<file path="src/verilog/mode_arb_map.svh">
`ifndef MODE_ARB_MAP_SVH
`define MODE_ARB_MAP_SVH

// field bus command framing
`define FB_CTRL_WRITE      8'h04
`define FB_IDX_POINT       16'h0023
`define FB_SUB_POINT_ABS   8'h01
`define FB_IDX_SETTINGS    16'h001d
`define FB_SUB_LOCK        8'h1e
`define FB_SUB_IO_ASSIGN   8'h1f

// io assignment values and reset values
`define IO_ASSIGN_FIELDBUS 16'h0000
`define IO_ASSIGN_FREE     16'h0001
`define IO_ASSIGN_FIXED    16'h0002
`define IO_ASSIGN_RESET    16'h0000
`define TARGET_RESET       32'h00000000
`define LOCK_RESET         1'b0

// acknowledgement layout
`define ACK_HOMED_BIT      5
`define ACK_DONE_BIT       14

// controller apb register offsets
`define CTL_OFS_CTRL       12'h000
`define CTL_OFS_CMD        12'h004
`define CTL_OFS_VAL        12'h008
`define CTL_OFS_STATUS     12'h00c
`define CTL_CTRL_RSEL_BIT  0
`define CTL_CTRL_LINK_BIT  1
`define CTL_CTRL_GO_BIT    2

`endif

</file>
<file path="src/verilog/mode_arb_pkg.sv">
package mode_arb_pkg;

  typedef enum logic [2:0] {
    MODE_NONE   = 3'b000,
    MODE_MANUAL = 3'b001,
    MODE_VEL    = 3'b010,
    MODE_POINT  = 3'b011,
    MODE_HOME   = 3'b100,
    MODE_GEAR   = 3'b101
  } mode_t;

  typedef enum logic [1:0] {
    CHAN_LOCAL = 2'b00,
    CHAN_SIGIO = 2'b01,
    CHAN_BUS   = 2'b10
  } chan_t;

endpackage : mode_arb_pkg

</file>
<file path="src/verilog/mode_link_if.sv">
`timescale 1ns/1ps
interface mode_link_if
(
  input wire logic MCLK,
  input wire logic SYS_RST
);
  logic        cmd_valid;
  logic        cmd_ready;
  logic [7:0]  cmd_ctrl;
  logic [7:0]  cmd_sub;
  logic [15:0] cmd_idx;
  logic [31:0] cmd_val;
  logic        ack_valid;
  logic [7:0]  ack_status;
  logic [15:0] ack_word;
  logic        remote_select;
  logic        remote_select_ack;
  logic        link_up;

  modport dev
  (
    input  cmd_valid, cmd_ctrl, cmd_sub, cmd_idx, cmd_val,
    input  remote_select, link_up,
    output cmd_ready, ack_valid, ack_status, ack_word, remote_select_ack
  );

  modport bus
  (
    output cmd_valid, cmd_ctrl, cmd_sub, cmd_idx, cmd_val,
    output remote_select, link_up,
    input  cmd_ready, ack_valid, ack_status, ack_word, remote_select_ack
  );
endinterface : mode_link_if

</file>
<file path="src/verilog/mode_access_arbiter.sv">
`timescale 1ns/1ps
`include "mode_arb_map.svh"
// Function
// RULE_01: hold 16-bit io assignment, reset zero
// RULE_02: settings 0/1: panel and bus equal
// RULE_03: settings 0/1: no sig io; setup local
// RULE_04: setting 2: remote select picks channel
// RULE_05: select low local, high field bus
// RULE_06: fixed io: sig io manual or auto only
// RULE_07: sig io switching only when fixed
// RULE_08: select change waits for operation end
// RULE_09: ack output shows applied selection
// RULE_10: report active mode to outside
// RULE_11: bus starts modes by parameter writes
// RULE_12: target write starts absolute positioning
// RULE_13: write frame: 04, sub, index, value
// RULE_14: acknowledge every command with status
// RULE_15: bus addresses start by index, subindex
// RULE_16: owner channel keeps control while running
// RULE_17: lock setting; link loss restores local (code only clears the lock; fixed io with select high stays on the bus)
// RULE_18: done clears on start, sets on stop
// RULE_19: ungranted requests change nothing
module mode_access_arbiter
(
  input  wire logic                 MCLK,
  input  wire logic                 SYS_RST,
  mode_link_if.dev                  LINK,
  input  wire logic                 LOCAL_REQ,
  input  wire mode_arb_pkg::mode_t  LOCAL_MODE,
  input  wire logic                 LOCAL_SETUP_WE,
  input  wire logic [15:0]          LOCAL_SETUP_DATA,
  input  wire logic                 SIG_MANUAL,
  input  wire logic                 SIG_AUTO,
  input  wire mode_arb_pkg::mode_t  AUTO_MODE,
  input  wire logic                 OP_DONE,
  input  wire logic                 HOMED,
  input  wire logic [3:0]           AMP_STATE,
  output logic [15:0]               IO_ASSIGN,
  output logic                      REMOTE_LOCK,
  output mode_arb_pkg::mode_t       ACTIVE_MODE,
  output mode_arb_pkg::chan_t       OWNER,
  output logic                      MOTION_DONE,
  output logic                      START,
  output logic signed [31:0]        TARGET
);
  logic [15:0]         io_q, io_d;
  logic                lock_q, lock_d;
  logic                sel_q, sel_d;
  logic                busy_q, busy_d;
  mode_arb_pkg::mode_t mode_q, mode_d;
  mode_arb_pkg::chan_t owner_q, owner_d;
  logic [31:0]         tgt_q, tgt_d;
  logic                start_q, start_d;
  logic                ackv_q, ackv_d;
  logic [7:0]          acks_q, acks_d;
  logic [15:0]         ackw_q, ackw_d;

  // pins from outside: two flops before use, third only for edges
  logic [2:0] rsel_s;
  logic [2:0] man_s;
  logic [2:0] aut_s;

  logic fixed, local_ok, sig_ok, bus_ok;
  logic take, is_write, sig_man_rise, sig_aut_rise;

  always_ff @(posedge MCLK)
  begin
    if (SYS_RST)
    begin
      rsel_s <= 3'b000;
      man_s  <= 3'b000;
      aut_s  <= 3'b000;
    end
    else
    begin
      rsel_s <= {rsel_s[1:0], LINK.remote_select};
      man_s  <= {man_s[1:0], SIG_MANUAL};
      aut_s  <= {aut_s[1:0], SIG_AUTO};
    end
  end

  assign sig_man_rise = man_s[1] & ~man_s[2];
  assign sig_aut_rise = aut_s[1] & ~aut_s[2];

  assign fixed    = (io_q == `IO_ASSIGN_FIXED);
  // settings 0/1: bus granted, panel too while unlocked
  assign local_ok = ~lock_q & (~fixed | ~sel_q); // see RULE_02
  assign sig_ok   = ~lock_q & fixed & ~sel_q; // see RULE_07
  assign bus_ok   = lock_q | ~fixed | sel_q; // see RULE_04
  assign take     = LINK.cmd_valid & ~ackv_q;
  assign is_write = (LINK.cmd_ctrl == `FB_CTRL_WRITE);
  // one command in flight: ready drops while its ack is out
  assign LINK.cmd_ready = ~ackv_q;

  always_comb
  begin
    io_d    = io_q;
    lock_d  = lock_q;
    sel_d   = sel_q;
    busy_d  = busy_q;
    mode_d  = mode_q;
    owner_d = owner_q;
    tgt_d   = tgt_q;
    start_d = 1'b0;
    ackv_d  = 1'b0;
    acks_d  = acks_q;
    ackw_d  = ackw_q;

    // motor stopped: operation over
    if (busy_q && OP_DONE)
      busy_d = 1'b0; // see RULE_18

    // a changed select is held until idle, then applied
    if (!busy_q && (rsel_s[1] != sel_q))
      sel_d = rsel_s[1]; // see RULE_08

    // field bus gone: lock released; local channels come back unless io is fixed with select high
    if (!LINK.link_up)
      lock_d = 1'b0; // see RULE_17

    // setup comes only from the local side
    if (LOCAL_SETUP_WE && !lock_q &&
        (LOCAL_SETUP_DATA <= `IO_ASSIGN_FIXED))
      io_d = LOCAL_SETUP_DATA; // see RULE_01

    // ties resolve bus, then panel, then sig io; equal rights,
    // but only one start can be taken per cycle
    if (sig_ok && (!busy_q || owner_q == mode_arb_pkg::CHAN_SIGIO) &&
        (sig_man_rise || sig_aut_rise)) // see RULE_16
    begin
      // sig io reaches manual or the configured auto mode only
      mode_d  = sig_man_rise ? mode_arb_pkg::MODE_MANUAL
                             : AUTO_MODE; // see RULE_06
      owner_d = mode_arb_pkg::CHAN_SIGIO;
      busy_d  = 1'b1;
      start_d = 1'b1;
    end

    if (LOCAL_REQ && local_ok && LOCAL_MODE != mode_arb_pkg::MODE_NONE &&
        (!busy_q || owner_q == mode_arb_pkg::CHAN_LOCAL)) // see RULE_16
    begin
      mode_d  = LOCAL_MODE;
      owner_d = mode_arb_pkg::CHAN_LOCAL;
      busy_d  = 1'b1;
      start_d = 1'b1;
    end

    if (take)
    begin
      ackv_d = 1'b1; // see RULE_14
      if (is_write)
      begin
        if (LINK.cmd_idx == `FB_IDX_POINT &&
            LINK.cmd_sub == `FB_SUB_POINT_ABS) // see RULE_15
        begin
          // ungranted or foreign-owned: acked, nothing changes
          if (bus_ok && (!busy_q ||
              owner_q == mode_arb_pkg::CHAN_BUS)) // see RULE_19
          begin
            tgt_d   = LINK.cmd_val; // see RULE_12
            mode_d  = mode_arb_pkg::MODE_POINT;
            owner_d = mode_arb_pkg::CHAN_BUS;
            busy_d  = 1'b1;
            start_d = 1'b1;
          end
        end
        else if (LINK.cmd_idx == `FB_IDX_SETTINGS &&
                 LINK.cmd_sub == `FB_SUB_LOCK)
          lock_d = LINK.cmd_val[0] & LINK.link_up; // see RULE_17
        // io assignment and other setup writes are refused; see RULE_03
      end
    end

    // status reflects the command's own effect; held between acks
    // so a late poll still reads the answer it belongs to
    if (take)
    begin
      acks_d = 8'h00;
      acks_d[4:0] = {2'b00, mode_d}; // see RULE_14
      acks_d[`ACK_HOMED_BIT] = HOMED;
      ackw_d = {12'h000, AMP_STATE};
      ackw_d[`ACK_DONE_BIT] = ~busy_d;
    end
  end

  always_ff @(posedge MCLK)
  begin
    if (SYS_RST)
    begin
      io_q    <= `IO_ASSIGN_RESET;
      lock_q  <= `LOCK_RESET;
      sel_q   <= 1'b0;
      busy_q  <= 1'b0;
      mode_q  <= mode_arb_pkg::MODE_NONE;
      owner_q <= mode_arb_pkg::CHAN_LOCAL;
      tgt_q   <= `TARGET_RESET;
      start_q <= 1'b0;
      ackv_q  <= 1'b0;
      acks_q  <= 8'h00;
      ackw_q  <= 16'h0000;
    end
    else
    begin
      io_q    <= io_d;
      lock_q  <= lock_d;
      sel_q   <= sel_d;
      busy_q  <= busy_d;
      mode_q  <= mode_d;
      owner_q <= owner_d;
      tgt_q   <= tgt_d;
      start_q <= start_d;
      ackv_q  <= ackv_d;
      acks_q  <= acks_d;
      ackw_q  <= ackw_d;
    end
  end

  assign LINK.ack_valid  = ackv_q;
  assign LINK.ack_status = acks_q;
  assign LINK.ack_word   = ackw_q;
  // low: local active, high: field bus active
  assign LINK.remote_select_ack = sel_q; // see RULE_09
  assign IO_ASSIGN   = io_q;
  assign REMOTE_LOCK = lock_q;
  assign ACTIVE_MODE = mode_q; // see RULE_10
  assign OWNER       = owner_q;
  // done only while idle; start and done never overlap
  assign MOTION_DONE = ~busy_q; // see RULE_18
  assign START       = start_q;
  assign TARGET      = tgt_q;
endmodule : mode_access_arbiter

</file>
<file path="src/flat_wrapper.sv">
// flat-port wrapper written by rule: the top's interface ports become plain ports
module mode_access_arbiter_flat 
  (MCLK, SYS_RST, LOCAL_REQ, LOCAL_MODE, LOCAL_SETUP_WE, LOCAL_SETUP_DATA, SIG_MANUAL, SIG_AUTO, AUTO_MODE, OP_DONE, HOMED, AMP_STATE, IO_ASSIGN, REMOTE_LOCK, ACTIVE_MODE, OWNER, MOTION_DONE, START, TARGET, LINK_cmd_valid, LINK_cmd_ctrl, LINK_cmd_sub, LINK_cmd_idx, LINK_cmd_val, LINK_remote_select, LINK_link_up, LINK_cmd_ready, LINK_ack_valid, LINK_ack_status, LINK_ack_word, LINK_remote_select_ack);
  mode_link_if LINK_i (.MCLK(MCLK), .SYS_RST(SYS_RST));
  input  wire logic MCLK;
  input  wire logic SYS_RST;
  input  wire logic LOCAL_REQ;
  input  wire mode_arb_pkg::mode_t LOCAL_MODE;
  input  wire logic LOCAL_SETUP_WE;
  input  wire logic [15:0] LOCAL_SETUP_DATA;
  input  wire logic SIG_MANUAL;
  input  wire logic SIG_AUTO;
  input  wire mode_arb_pkg::mode_t AUTO_MODE;
  input  wire logic OP_DONE;
  input  wire logic HOMED;
  input  wire logic [3:0] AMP_STATE;
  output logic [15:0] IO_ASSIGN;
  output logic REMOTE_LOCK;
  output mode_arb_pkg::mode_t ACTIVE_MODE;
  output mode_arb_pkg::chan_t OWNER;
  output logic MOTION_DONE;
  output logic START;
  output logic signed [31:0] TARGET;
  input wire logic [$bits(LINK_i.cmd_valid)-1:0] LINK_cmd_valid;
  input wire logic [$bits(LINK_i.cmd_ctrl)-1:0] LINK_cmd_ctrl;
  input wire logic [$bits(LINK_i.cmd_sub)-1:0] LINK_cmd_sub;
  input wire logic [$bits(LINK_i.cmd_idx)-1:0] LINK_cmd_idx;
  input wire logic [$bits(LINK_i.cmd_val)-1:0] LINK_cmd_val;
  input wire logic [$bits(LINK_i.remote_select)-1:0] LINK_remote_select;
  input wire logic [$bits(LINK_i.link_up)-1:0] LINK_link_up;
  output wire logic [$bits(LINK_i.cmd_ready)-1:0] LINK_cmd_ready;
  output wire logic [$bits(LINK_i.ack_valid)-1:0] LINK_ack_valid;
  output wire logic [$bits(LINK_i.ack_status)-1:0] LINK_ack_status;
  output wire logic [$bits(LINK_i.ack_word)-1:0] LINK_ack_word;
  output wire logic [$bits(LINK_i.remote_select_ack)-1:0] LINK_remote_select_ack;
  assign LINK_i.cmd_valid = LINK_cmd_valid;
  assign LINK_i.cmd_ctrl = LINK_cmd_ctrl;
  assign LINK_i.cmd_sub = LINK_cmd_sub;
  assign LINK_i.cmd_idx = LINK_cmd_idx;
  assign LINK_i.cmd_val = LINK_cmd_val;
  assign LINK_i.remote_select = LINK_remote_select;
  assign LINK_i.link_up = LINK_link_up;
  assign LINK_cmd_ready = LINK_i.cmd_ready;
  assign LINK_ack_valid = LINK_i.ack_valid;
  assign LINK_ack_status = LINK_i.ack_status;
  assign LINK_ack_word = LINK_i.ack_word;
  assign LINK_remote_select_ack = LINK_i.remote_select_ack;
  mode_access_arbiter u_core (.MCLK(MCLK), .SYS_RST(SYS_RST), .LINK(LINK_i), .LOCAL_REQ(LOCAL_REQ), .LOCAL_MODE(LOCAL_MODE), .LOCAL_SETUP_WE(LOCAL_SETUP_WE), .LOCAL_SETUP_DATA(LOCAL_SETUP_DATA), .SIG_MANUAL(SIG_MANUAL), .SIG_AUTO(SIG_AUTO), .AUTO_MODE(AUTO_MODE), .OP_DONE(OP_DONE), .HOMED(HOMED), .AMP_STATE(AMP_STATE), .IO_ASSIGN(IO_ASSIGN), .REMOTE_LOCK(REMOTE_LOCK), .ACTIVE_MODE(ACTIVE_MODE), .OWNER(OWNER), .MOTION_DONE(MOTION_DONE), .START(START), .TARGET(TARGET));
endmodule
</file>
<file path="config.mk">
export PLATFORM = sky130hd
export DESIGN_NAME = mode_access_arbiter_flat
export DESIGN_NICKNAME = d
export VERILOG_FILES = /design/src/verilog/mode_arb_pkg.sv /design/src/verilog/mode_link_if.sv /design/src/verilog/mode_access_arbiter.sv /design/src/flat_wrapper.sv
export VERILOG_INCLUDE_DIRS = /design/src /design/src/verilog
export SDC_FILE = /design/constraint.sdc
export NUM_CORES = 1
export LEC_CHECK = 0
export BUFFER_PORTS_ARGS = -buffer_cell sky130_fd_sc_hd__clkbuf_2
export CORE_MARGIN = 2
export CORE_UTILIZATION = 44
export DETAILED_ROUTE_END_ITERATION = 12
export MAX_ROUTING_LAYER = met4
export PLACE_DENSITY = 0.89
export REMOVE_ABC_BUFFERS = 1
export SYNTH_ARGS = -nofsm -noshare
export SYNTH_HDL_FRONTEND = slang
export SYNTH_SLANG_ARGS = --single-unit
</file>
<file path="constraint.sdc">
create_clock -name MCLK -period 2.3 [get_ports MCLK]
set_input_delay 0.115 -clock MCLK [delete_from_list [all_inputs] [get_ports MCLK]]
set_output_delay 0.115 -clock MCLK [all_outputs]
set_load 0.01 [all_outputs]
</file>
==> reports/qor.txt, run 1 <==
clock buffer count from CTS - 9
top cells by area, synth - dfxtp_1 48%, nand2_1 7.4%, a21oi_2 5.8%, buf_4 4.1%, nand2_2 4.0%
area leader, netlist - dfxtp_1
peak fanout along the critical path - 18
global-route wire length before repair - 14,700 um
fillers - 524
maximum buffer depth of the clock tree - 2
Critical Path RT - 2570 ps
DRC errors left - 0
Synth async-reset ratio - 0
placer congestion estimate - 0.817
total number of vias - 3,319
Reg clk slew, reported paths - 80 ps
n_diodes - 0
mean post-synth cell area - 9.37 um^2
Setup TNS - 0 ps
Slew @ Worst Pin - 620 ps
Clock Skew - 13.2 ps
Synth Warn # - 0
Core Box Area - 6870 um^2
Die Wd - 88.6 um
hpwl dp - 6490 um
post-synth top area share - 0.477
Max Fclk - 473 MHz
post-synthesis cell count - 336
vias in the first global route - 3,336
GRT Total Usage - 0.251
Post-Syn Area - 3150 um^2
sequential share of the synthesized area - 0.477
largest net degree at the start of global routing - 41
Worst EP arrival - 2380 ps
Crit Path Category - register to register
maximum vdd drop - 0.377 mV
M1 wire length - 3600 um
port bufs - 168
Final min period - 2110 ps
worst rel slew slack - 0.585
Max Slew Vio Count - 0
Clock Sinks - 75
Total Wirelength - 9490 um
area grow syn2layout - 52.6%
Max-Cap Viols - 0
# setup viols final - 0
Overall Power - 2.72 mW
Layout Nets - 671
Starting Density - 0.458
met2 WL - 4850 um
final cycle utilization of the critical path - 0.919
fraction of layout cells with a size suffix above 1 - 0.471
Ports - 184
Overflow after GRT - 0
critical path capture point type - register
power per cell area - 567 nW/um^2
Highest Signal Layer - met4
unique cell type count in the Yosys netlist - 50
TritonCTS clock tree - built
drt via density - 4.95
DIE HEIGHT - 88.6 um
#FFs+latches synth - 75
routed wire length per instance - 14.1 um
full die area - 7840 um^2
EDFF count, synth - 0
commonest cells in the netlist - 75 x dfxtp_1, 62 x nand2_1, 23 x a21oi_1
drt first pass iters - 5
most numerous cell in the Yosys netlist - dfxtp_1
Met3 Wirelength - 611 um
Clk Latency, worst-skew pair - 340 ps
1st-iter DRT viols - 161
static leakage - 2.17 nW
endpoints failing hold - 0
H-tree Lvls - 3
CTS Root Cell - clkbuf_8
RSZ-0062 raised after global routing - no
ys flop type - dfxtp_1
Hold Crit Class - input port to register
row count - 30
outcome - completed
post-route ant nets - 0
initial antenna violation count - 0
CP startpoint kind - register
## final cells by class
type                       count  area (um^2)  share of cell area
sequential                    75         1500               0.313
timing repair buffer         240         1480               0.308
multi-input combinational    240         1470               0.306
clock buffer                  11          131              0.0274
tap                           96          120              0.0250
clock inverter                 5         86.3              0.0180
inverter                       4         15.0             0.00313
## final timing paths
check / end / from / depth (start not counted) / slack (ps)
max: u_core.TARGET[17] / u_core.IO_ASSIGN[15] / 7 / 190
min reg2reg: u_core.man_s[1] / u_core.man_s[0] / 1 / 440
max reg2reg: u_core.TARGET[17] / u_core.IO_ASSIGN[15] / 7 / 190
min: u_core.TARGET[4] / LINK_cmd_val[4] / 3 / 10
## cell usage in the layout (no fill, tap or decap), types with 3 or more instances in the layout
master / Yosys / final
clkbuf_8: 0 / 9
o211ai_1: 3 / 3
and2_1: 15 / 15
nand2_2: 20 / 20
nand3_1: 3 / 3
nor2b_1: 10 / 10
a21oi_1: 23 / 23
nor2_1: 10 / 10
nor4b_2: 3 / 3
conb_1: 1 / 15
mux2i_1: 3 / 3
buf_4: 17 / 33
dfxtp_1: 75 / 75
nor4_1: 8 / 8
nand2_1: 62 / 62
clkbuf_2: 0 / 168
inv_1: 4 / 4
nor4_2: 3 / 3
o21ai_0: 3 / 3
dlygate4sd3_1: 0 / 39
nand2b_1: 4 / 4
a21oi_2: 21 / 21
## power breakdown
part           leakage [nW]  total (mW)  switching [mW]  internal (mW)
sequential            0.608        1.33         0.00985           1.32
combinational          1.46       0.290           0.138          0.152
clock                 0.108        1.10           0.482          0.620
total                  2.17        2.72           0.630           2.09
## metal layers
layer,vias up,global-route usage
met5,-,-
met4,0,0.160
met3,40,0.0448
met2,178,0.437
met1,1506,0.259
li1,1595,-
## sequential cells by signal, indices dropped and copies added (netlist names)
signal and flops:
u_core.TARGET 32, u_core.ACTIVE_MODE 3, u_core.IO_ASSIGN 16, u_core.LINK.ack_valid 1, u_core.aut_s 3, u_core.START 1
u_core.rsel_s 2, u_core.OWNER 2, u_core.busy_q 1, u_core.REMOTE_LOCK 1, u_core.LINK.ack_status 4, u_core.LINK.ack_word 5
u_core.man_s 3, u_core.LINK.remote_select_ack 1
## logic make-up (layout without fill, tap and decap cells)
family                 after synthesis  count (layout)  synth area share
AOI/OAI and AO/OA                   65              65             0.157
buffers and inverters               35             260            0.0728
DFF                                 75              75             0.477
muxes                                4               4            0.0131
other                                1              15           0.00119
and+or+nand+nor                    156             156             0.279
## metrics by stage
stage | hold WS, ps | instances | instance area [um^2] | setup WS (ps) | util
finish | 11.1 | 671 | 4800 | 187 | 0.699
global route | 10.5 | 671 | 4800 | 40.4 | 0.699
CTS | 4.93 | 671 | 4800 | 246 | 0.699
detailed placement | 333 | 614 | 4180 | -195 | 0.608
global placement | 334 | 614 | 4180 | -161 | 0.608
floorplan | 177 | 319 | 2990 | -567 | -
## worst max-delay path, cell delays in order (launching register included)
cell and delay [ps]:
dfxtp_1 330, nor4b_1 470, buf_4 200, and4_1 300, a2111o_1 240, buf_4 250
nand2_1 110, a21oi_2 140
## repair_timing
action,in CTS,in global routing
hold buffers,39,0
buffers inserted,2,0
endpoints found under the hold margin,39,0
gates resized for setup,0,0
endpoints found under the setup margin,18,0
No activity file was read; power rests on OpenSTA's default activity.
==> run 2, diff against run 1 <==
ABC_AREA = 1   (was not set)
PLACE_DENSITY = 0.88   (was 0.89)
==> run 2 against run 1 <==
Net effect: register-to-register slack better by 390 ps; clock skew down 1.9 ps; largest cell class unchanged; count of clock-buffer cells in the layout unchanged; global-route usage down 3.3 points; core utilization down 7.9 points; highest routed layer unchanged; wire length down 5.9%; synthesized area up 2.3%; final cell count up 9.8%; total power down 4.1%; clock power down 9.6%; flip-flop and latch count unchanged; maximum frequency up 22%.
==> reports/qor.txt, run 2 <==
outcome - completed (unchanged)
DIE HEIGHT - 89.6 um (was 88.6 um)
top cells by area, synth - dfxtp_1 47%, nor2_1 16%, inv_1 5.5%, nand2_1 4.7%, o21ai_1 4.7% (was dfxtp_1 48%, nand2_1 7.4%, a21oi_2 5.8%, buf_4 4.1%, nand2_2 4.0%)
Hold Crit Class - input port to register (unchanged)
mux cell area share after synthesis - 0 (was 0.0131)
maximum buffer depth of the clock tree - 2 (unchanged)
Die Wd - 89.6 um (was 88.6 um)
global-route wire length before repair - 13,100 um (was 14,700 um)
setup ws final - 574 ps (was 187 ps)
postcts setup bufs - 0 (was 2)
ys flop type - dfxtp_1 (unchanged)
critical path capture point type - register (unchanged)
adder-cell share of the synthesized area - 0 (unchanged)
post-synthesis cell count - 447 (was 336)
worst rel slew slack - 0.652 (was 0.585)
post-synth top area share - 0.466 (was 0.477)
Max-Cap Viols - 0 (unchanged)
Synth Warn # - 0 (unchanged)
Max Fclk - 579 MHz (was 473 MHz)
DRC errors left - 0 (unchanged)
Overflow after GRT - 0 (unchanged)
RSZ-0062 raised after global routing - no (unchanged)
Ports - 184 (unchanged)
Post-DP Area - 4070 um^2 (was 4180 um^2)
reg-to-reg endpoint - u_core.LINK.ack_status[2] (was u_core.TARGET[17])
peak fanout along the critical path - 28 (was 18)
clock buffer count from CTS - 9 (unchanged)
Critical Path RT - 2580 ps (was 2570 ps)
Overall Power - 2.61 mW (was 2.72 mW)
Final Core Density - 0.620 (was 0.699)
Worst EP arrival - 2010 ps (was 2380 ps)
crit-path max cell delay - 330 ps (was 470 ps)
mean post-synth cell area - 7.20 um^2 (was 9.37 um^2)
Slowest-stage cell, CP - dfxtp_1 (was nor4b_1)
max reg flops - 32 (unchanged)
# setup viols final - 0 (unchanged)
static leakage - 2.43 nW (was 2.17 nW)
unique cell type count in the Yosys netlist - 33 (was 50)
DP Worst Slack - 600 ps (was -195 ps)
n_diodes - 0 (unchanged)
H-tree Lvls - 3 (unchanged)
most common cell after layout, fill and taps aside - clkbuf_2 (unchanged)
total number of vias - 3,419 (was 3,319)
critical path cell sequence - nor2_1, nand2_1, nor2_1, nand3_1, nand3_1, buf_4, nand3_1, nand3_1, nand2_1, inv_1 (was nor4b_1, buf_4, and4_1, a2111o_1, buf_4, nand2_1, a21oi_2)
commonest cells in the netlist - 138 x nor2_1, 75 x dfxtp_1, 47 x inv_1 (was 75 x dfxtp_1, 62 x nand2_1, 23 x a21oi_1)
Reg clk slew, reported paths - 80 ps (about the same)
power per cell area - 586 nW/um^2 (was 567 nW/um^2)
CTS Root Cell - clkbuf_8 (unchanged)
fraction of layout cells with a size suffix above 1 - 0.321 (was 0.471)
Synth async-reset ratio - 0 (unchanged)
HP Start - LINK_cmd_val[4] (unchanged)
routed wire length per instance - 12.1 um (was 14.1 um)
largest family of logic cells by synthesized area - simple AND/OR/NAND/NOR gates (unchanged)
area leader, netlist - dfxtp_1 (unchanged)
Core Box Area - 7180 um^2 (was 6870 um^2)
hpwl dp - 6700 um (was 6490 um)
most numerous cell in the Yosys netlist - nor2_1 (was dfxtp_1)
initial antenna violation count - 0 (unchanged)
R2R cell count - 10 (was 7)
port bufs - 168 (unchanged)
Crit Path Category - register to register (unchanged)
Post-Syn Area - 3220 um^2 (was 3150 um^2)
fin cells - 737 (was 671)
post-route ant nets - 0 (unchanged)
Total Wirelength - 8940 um (was 9490 um)
Post-Synth XOR/XNOR Area - 0 (unchanged)
Reg area - 1500 um^2 (unchanged)
crit path to - u_core.LINK.ack_status[2] (was u_core.TARGET[17])
TritonCTS clock tree - built (unchanged)
final cycle utilization of the critical path - 0.751 (was 0.919)
area of the multi-input gates - 1350 um^2 (was 1470 um^2)
Setup TNS - 0 ps (unchanged)
row count - 31 (was 30)
drt via density - 4.64 (was 4.95)
post_cts resized - 0 (unchanged)
design area - 4450 um^2 (was 4800 um^2)
Clk Latency, worst-skew pair - 330 ps (was 340 ps)
placer congestion estimate - 0.867 (was 0.817)
1st-iter DRT viols - 145 (was 161)
maximum vdd drop - 0.324 mV (was 0.377 mV)
Final min period - 1730 ps (was 2110 ps)
vias in the first global route - 2,981 (was 3,336)
most frequent CP cell - nand3_1 (was buf_4)
R2R setup slack - 570 ps (was 190 ps)
Starting Density - 0.449 (was 0.458)
GRT Total Usage - 0.218 (was 0.251)
Placed Cells - 702 (was 614)
Clock Sinks - 75 (unchanged)
Max Slew Vio Count - 0 (unchanged)
Compound-Gate Fraction of Synth Area - 0.0886 (was 0.157)
simple-gate share of the synthesized area - 0.312 (was 0.279)
Hold WS - 18.2 ps (was 11.1 ps)
Slew @ Worst Pin - 522 ps (was 620 ps)
hold buffers post-CTS - 19 (was 39)
Clock Skew - 11.3 ps (was 13.2 ps)
drt first pass iters - 6 (was 5)
EDFF count, synth - 0 (unchanged)
commonest cells after routing, fill and taps aside - 168 x clkbuf_2, 138 x nor2_1, 75 x dfxtp_1 (was 168 x clkbuf_2, 75 x dfxtp_1, 62 x nand2_1)
fillers - 658 (was 524)
sequential share of the synthesized area - 0.466 (was 0.477)
Critical Path Start - u_core.IO_ASSIGN[7] (was u_core.IO_ASSIGN[15])
R2R Path Start - u_core.IO_ASSIGN[7] (was u_core.IO_ASSIGN[15])
CP startpoint kind - register (unchanged)
endpoints failing hold - 0 (unchanged)
Layout Nets - 734 (was 671)
#FFs+latches synth - 75 (unchanged)
area grow syn2layout - 38.2% (was 52.6%)
largest net degree at the start of global routing - 29 (was 41)
full die area - 8020 um^2 (was 7840 um^2)
## run 2: how the worst min path moves through the flow
| stage | end | slack [ps] | cells after the start |
|---|---|---|---|
| after floorplan | u_core.OWNER[1] | 180 | 1 |
| after global placement | u_core.man_s[0] | 310 | 3 |
| after detailed placement | u_core.rsel_s[0] | 310 | 3 |
| after CTS | u_core.TARGET[12] | 2 | 3 |
| after global routing | u_core.TARGET[16] | 10 | 3 |
| final | u_core.TARGET[4] | 20 | 3 |
## run 2: worst max-delay path: cells and delay by family (launching register included)
family / cells / cell delay, ps
buf+inv: 2 / 370
flops: 1 / 330
simple gates: 8 / 970
## run 2: logic make-up (layout without fill, tap and decap cells)
kind of cell	Yosys count	after routing
buffers and inverters	84	261
other	1	15
AOI/OAI and AO/OA	52	52
and+or+nand+nor	235	235
DFF	75	75
## run 2: metal layers
layer  share of wire  track usage  vias up
met5               0            -        -
met4          0.0072       0.0529        0
met3           0.083       0.0526        6
met2            0.50        0.376      152
met1            0.41        0.255     1522
li1                -            -     1739
## run 2: report_power, final
group	internal [mW]	switching, mW	leakage (nW)
logic	0.134	0.145	1.72
registers	1.32	0.0133	0.609
clock network	0.526	0.468	0.0991
## run 2: area by class of cell
class	instances	area share
Clock inverter	5	0.0118
Timing Repair Buffer	193	0.245
Tap cell	99	0.0278
Multi-Input combinational cell	302	0.303
Sequential cell	75	0.337
Inverter	52	0.0439
Clock buffer	11	0.0318
==> run 3, diff against run 2 <==
clock period = 1.6 ns   (was 2.3 ns; I/O delays follow)
==> run 3 against run 2 <==
Net effect: register-to-register slack got worse by 500 ps; flip-flop and latch count unchanged; sequential share of layout area decreased by 2.6 points; core utilization increased by 5.3 points; highest routed layer unchanged; setup slack got worse by 500 ps; count of clock-buffer cells in the layout unchanged; final cell count increased by 3.8%.
==> reports/qor.txt, run 3 (synthesized netlist as in run 2, its figures left out) <==
outcome - completed (unchanged)
endpoints failing hold - 0 (unchanged)
Post-DP Area - 4080 um^2 (was 4070 um^2)
Clock Sinks - 75 (unchanged)
met1 Usage GRT - 0.263 (was 0.255)
maximum buffer depth of the clock tree - 2 (unchanged)
critical path cell sequence - nor2_2, nand2_2, nor2_4, nand2_2, nor2_4, nand3_2, nand2_1, inv_1, nand2_1, nand3_1, nand2_1, inv_1 (was nor2_1, nand2_1, nor2_1, nand3_1, nand3_1, buf_4, nand3_1, nand3_1, nand2_1, inv_1)
global-route wire length before repair - 15,000 um (was 13,100 um)
Clk Latency, worst-skew pair - 340 ps (was 330 ps)
H-tree Lvls - 3 (unchanged)
Max Slew Vio Count - 0 (unchanged)
Clock Skew - 13.2 ps (was 11.3 ps)
Hold WS - 20.2 ps (was 18.2 ps)
1st-iter DRT viols - 204 (was 145)
Core Box Area - 7180 um^2 (unchanged)
placer congestion estimate - 0.852 (was 0.867)
area of the multi-input gates - 1440 um^2 (was 1350 um^2)
design area - 4830 um^2 (was 4450 um^2)
Max Fclk - 656 MHz (was 579 MHz)
most frequent CP cell - nand2_1 (was nand3_1)
Hold Crit Class - input port to register (unchanged)
P_sw - 0.955 mW (was 0.626 mW)
port bufs - 168 (unchanged)
Max-Cap Viols - 0 (unchanged)
Crit Path Category - register to register (unchanged)
most common cell after layout, fill and taps aside - clkbuf_2 (unchanged)
DP Worst Slack - -61.3 ps (was 600 ps)
static leakage - 2.55 nW (was 2.43 nW)
Overflow after GRT - 0 (unchanged)
total number of vias - 3,612 (was 3,419)
met3 Usage GRT - 0.0526 (unchanged)
Reg clk slew, reported paths - 90 ps (was 80 ps)
DIE HEIGHT - 89.6 um (unchanged)
row count - 31 (unchanged)
Layout Nets - 762 (was 734)
drt via density - 4.72 (was 4.64)
largest net degree at the start of global routing - 36 (was 29)
clock share of power - 0.383 (was 0.381)
critical path capture point type - register (unchanged)
Worst EP arrival - 1770 ps (was 2010 ps)
Starting Density - 0.449 (unchanged)
crit-path max cell delay - 350 ps (was 330 ps)
cell-internal power - 2.90 mW (was 1.98 mW)
Reg area - 1500 um^2 (about the same)
full die area - 8020 um^2 (unchanged)
fin cells - 765 (was 737)
fillers - 590 (was 658)
clock buffer count from CTS - 9 (unchanged)
Final min period - 1530 ps (was 1730 ps)
hpwl dp - 6770 um (was 6700 um)
setup ws final - 75.0 ps (was 574 ps)
post-route ant nets - 0 (unchanged)
drt first pass iters - 4 (was 6)
TritonCTS clock tree - built (unchanged)
CP startpoint kind - register (unchanged)
Die Wd - 89.6 um (unchanged)
Total Wirelength - 10,200 um (was 8940 um)
DRC errors left - 0 (unchanged)
Critical Path RT - 1850 ps (was 2580 ps)
area grow syn2layout - 50.0% (was 38.2%)
CTS Root Cell - clkbuf_8 (unchanged)
final cycle utilization of the critical path - 0.953 (was 0.751)
n_diodes - 0 (unchanged)
Ports - 184 (unchanged)
peak fanout along the critical path - 4 (was 28)
Slowest-stage cell, CP - dfxtp_1 (unchanged)
max reg flops - 32 (unchanged)
GRT Total Usage - 0.251 (was 0.218)
switching part of the total - 0.248 (was 0.240)
Comb power frac - 0.119 (was 0.107)
routed wire length per instance - 13.3 um (was 12.1 um)
met2 usage - 0.449 (was 0.376)
Overall Power - 3.86 mW (was 2.61 mW)
gr busiest metal - met2 (unchanged)
Flop pwr share - 0.498 (was 0.512)
initial antenna violation count - 0 (unchanged)
# setup viols final - 0 (unchanged)
Placed Cells - 704 (was 702)
commonest cells after routing, fill and taps aside - 168 x clkbuf_2, 130 x nor2_1, 73 x dfxtp_1 (was 168 x clkbuf_2, 138 x nor2_1, 75 x dfxtp_1)
power per cell area - 799 nW/um^2 (was 586 nW/um^2)
vias in the first global route - 3,422 (was 2,981)
fraction of layout cells with a size suffix above 1 - 0.356 (was 0.321)
maximum vdd drop - 0.558 mV (was 0.324 mV)
==> run 3: routing by layer <==
layer  vias to the layer above  share of wire
met5                         -              0
met3                        21          0.068
met1                      1621           0.39
li1                       1802              -
met4                         0          0.028
met2                       168           0.51
==> run 3: final cells by class <==
class	count	area share
timing repair buffer	220	0.280
clock buffer	11	0.0293
timing repair inverter	1	0.00155
sequential	75	0.311
multi-input combinational	302	0.298
tap	99	0.0256
inverter	52	0.0412
clock inverter	5	0.0127
==> run 3: repair_timing <==
item                                    4_1_cts  5_1_grt
buffers inserted                              0        4
hold endpoints to repair                     40        0
resized for setup                             3       33
pin swaps                                     0        6
gates cloned                                  0        1
hold buffers                                 40        0
endpoints found under the setup margin       30       53
==> run 3: worst max-delay path: cells and delay by family (launching register included) <==
kind	cells	cell delay, ps
and+or+nand+nor	10	1000
DFF	1	350
buffers and inverters	2	70
==> run 3: power by group through the flow <==
stage,combinational (mW),sequential [mW],clock (mW)
floorplan,0.144,1.97,0
finish,0.459,1.92,1.48
CTS,0.445,1.92,1.51
detailed placement,0.367,1.96,0
global placement,0.361,1.96,0
global route,0.510,1.93,1.58
==> run 3: stage by stage <==
step | util | TNS (ps)
floorplan | - | -20820
global placement | 0.569 | 0
detailed placement | 0.569 | -988
CTS | 0.655 | 0
global route | 0.673 | -161
finish | 0.673 | 0
==> run 3: worst paths after layout <==
check,startpoint,to,slack [ps],cells after the start
worst min register to register,u_core.aut_s[0],u_core.aut_s[1],400,2
worst min-delay path,LINK_cmd_val[0],u_core.TARGET[0],20,3
worst max-delay path,u_core.IO_ASSIGN[8],u_core.LINK.ack_status[2],70,12
worst max register to register,u_core.IO_ASSIGN[8],u_core.LINK.ack_status[2],70,12
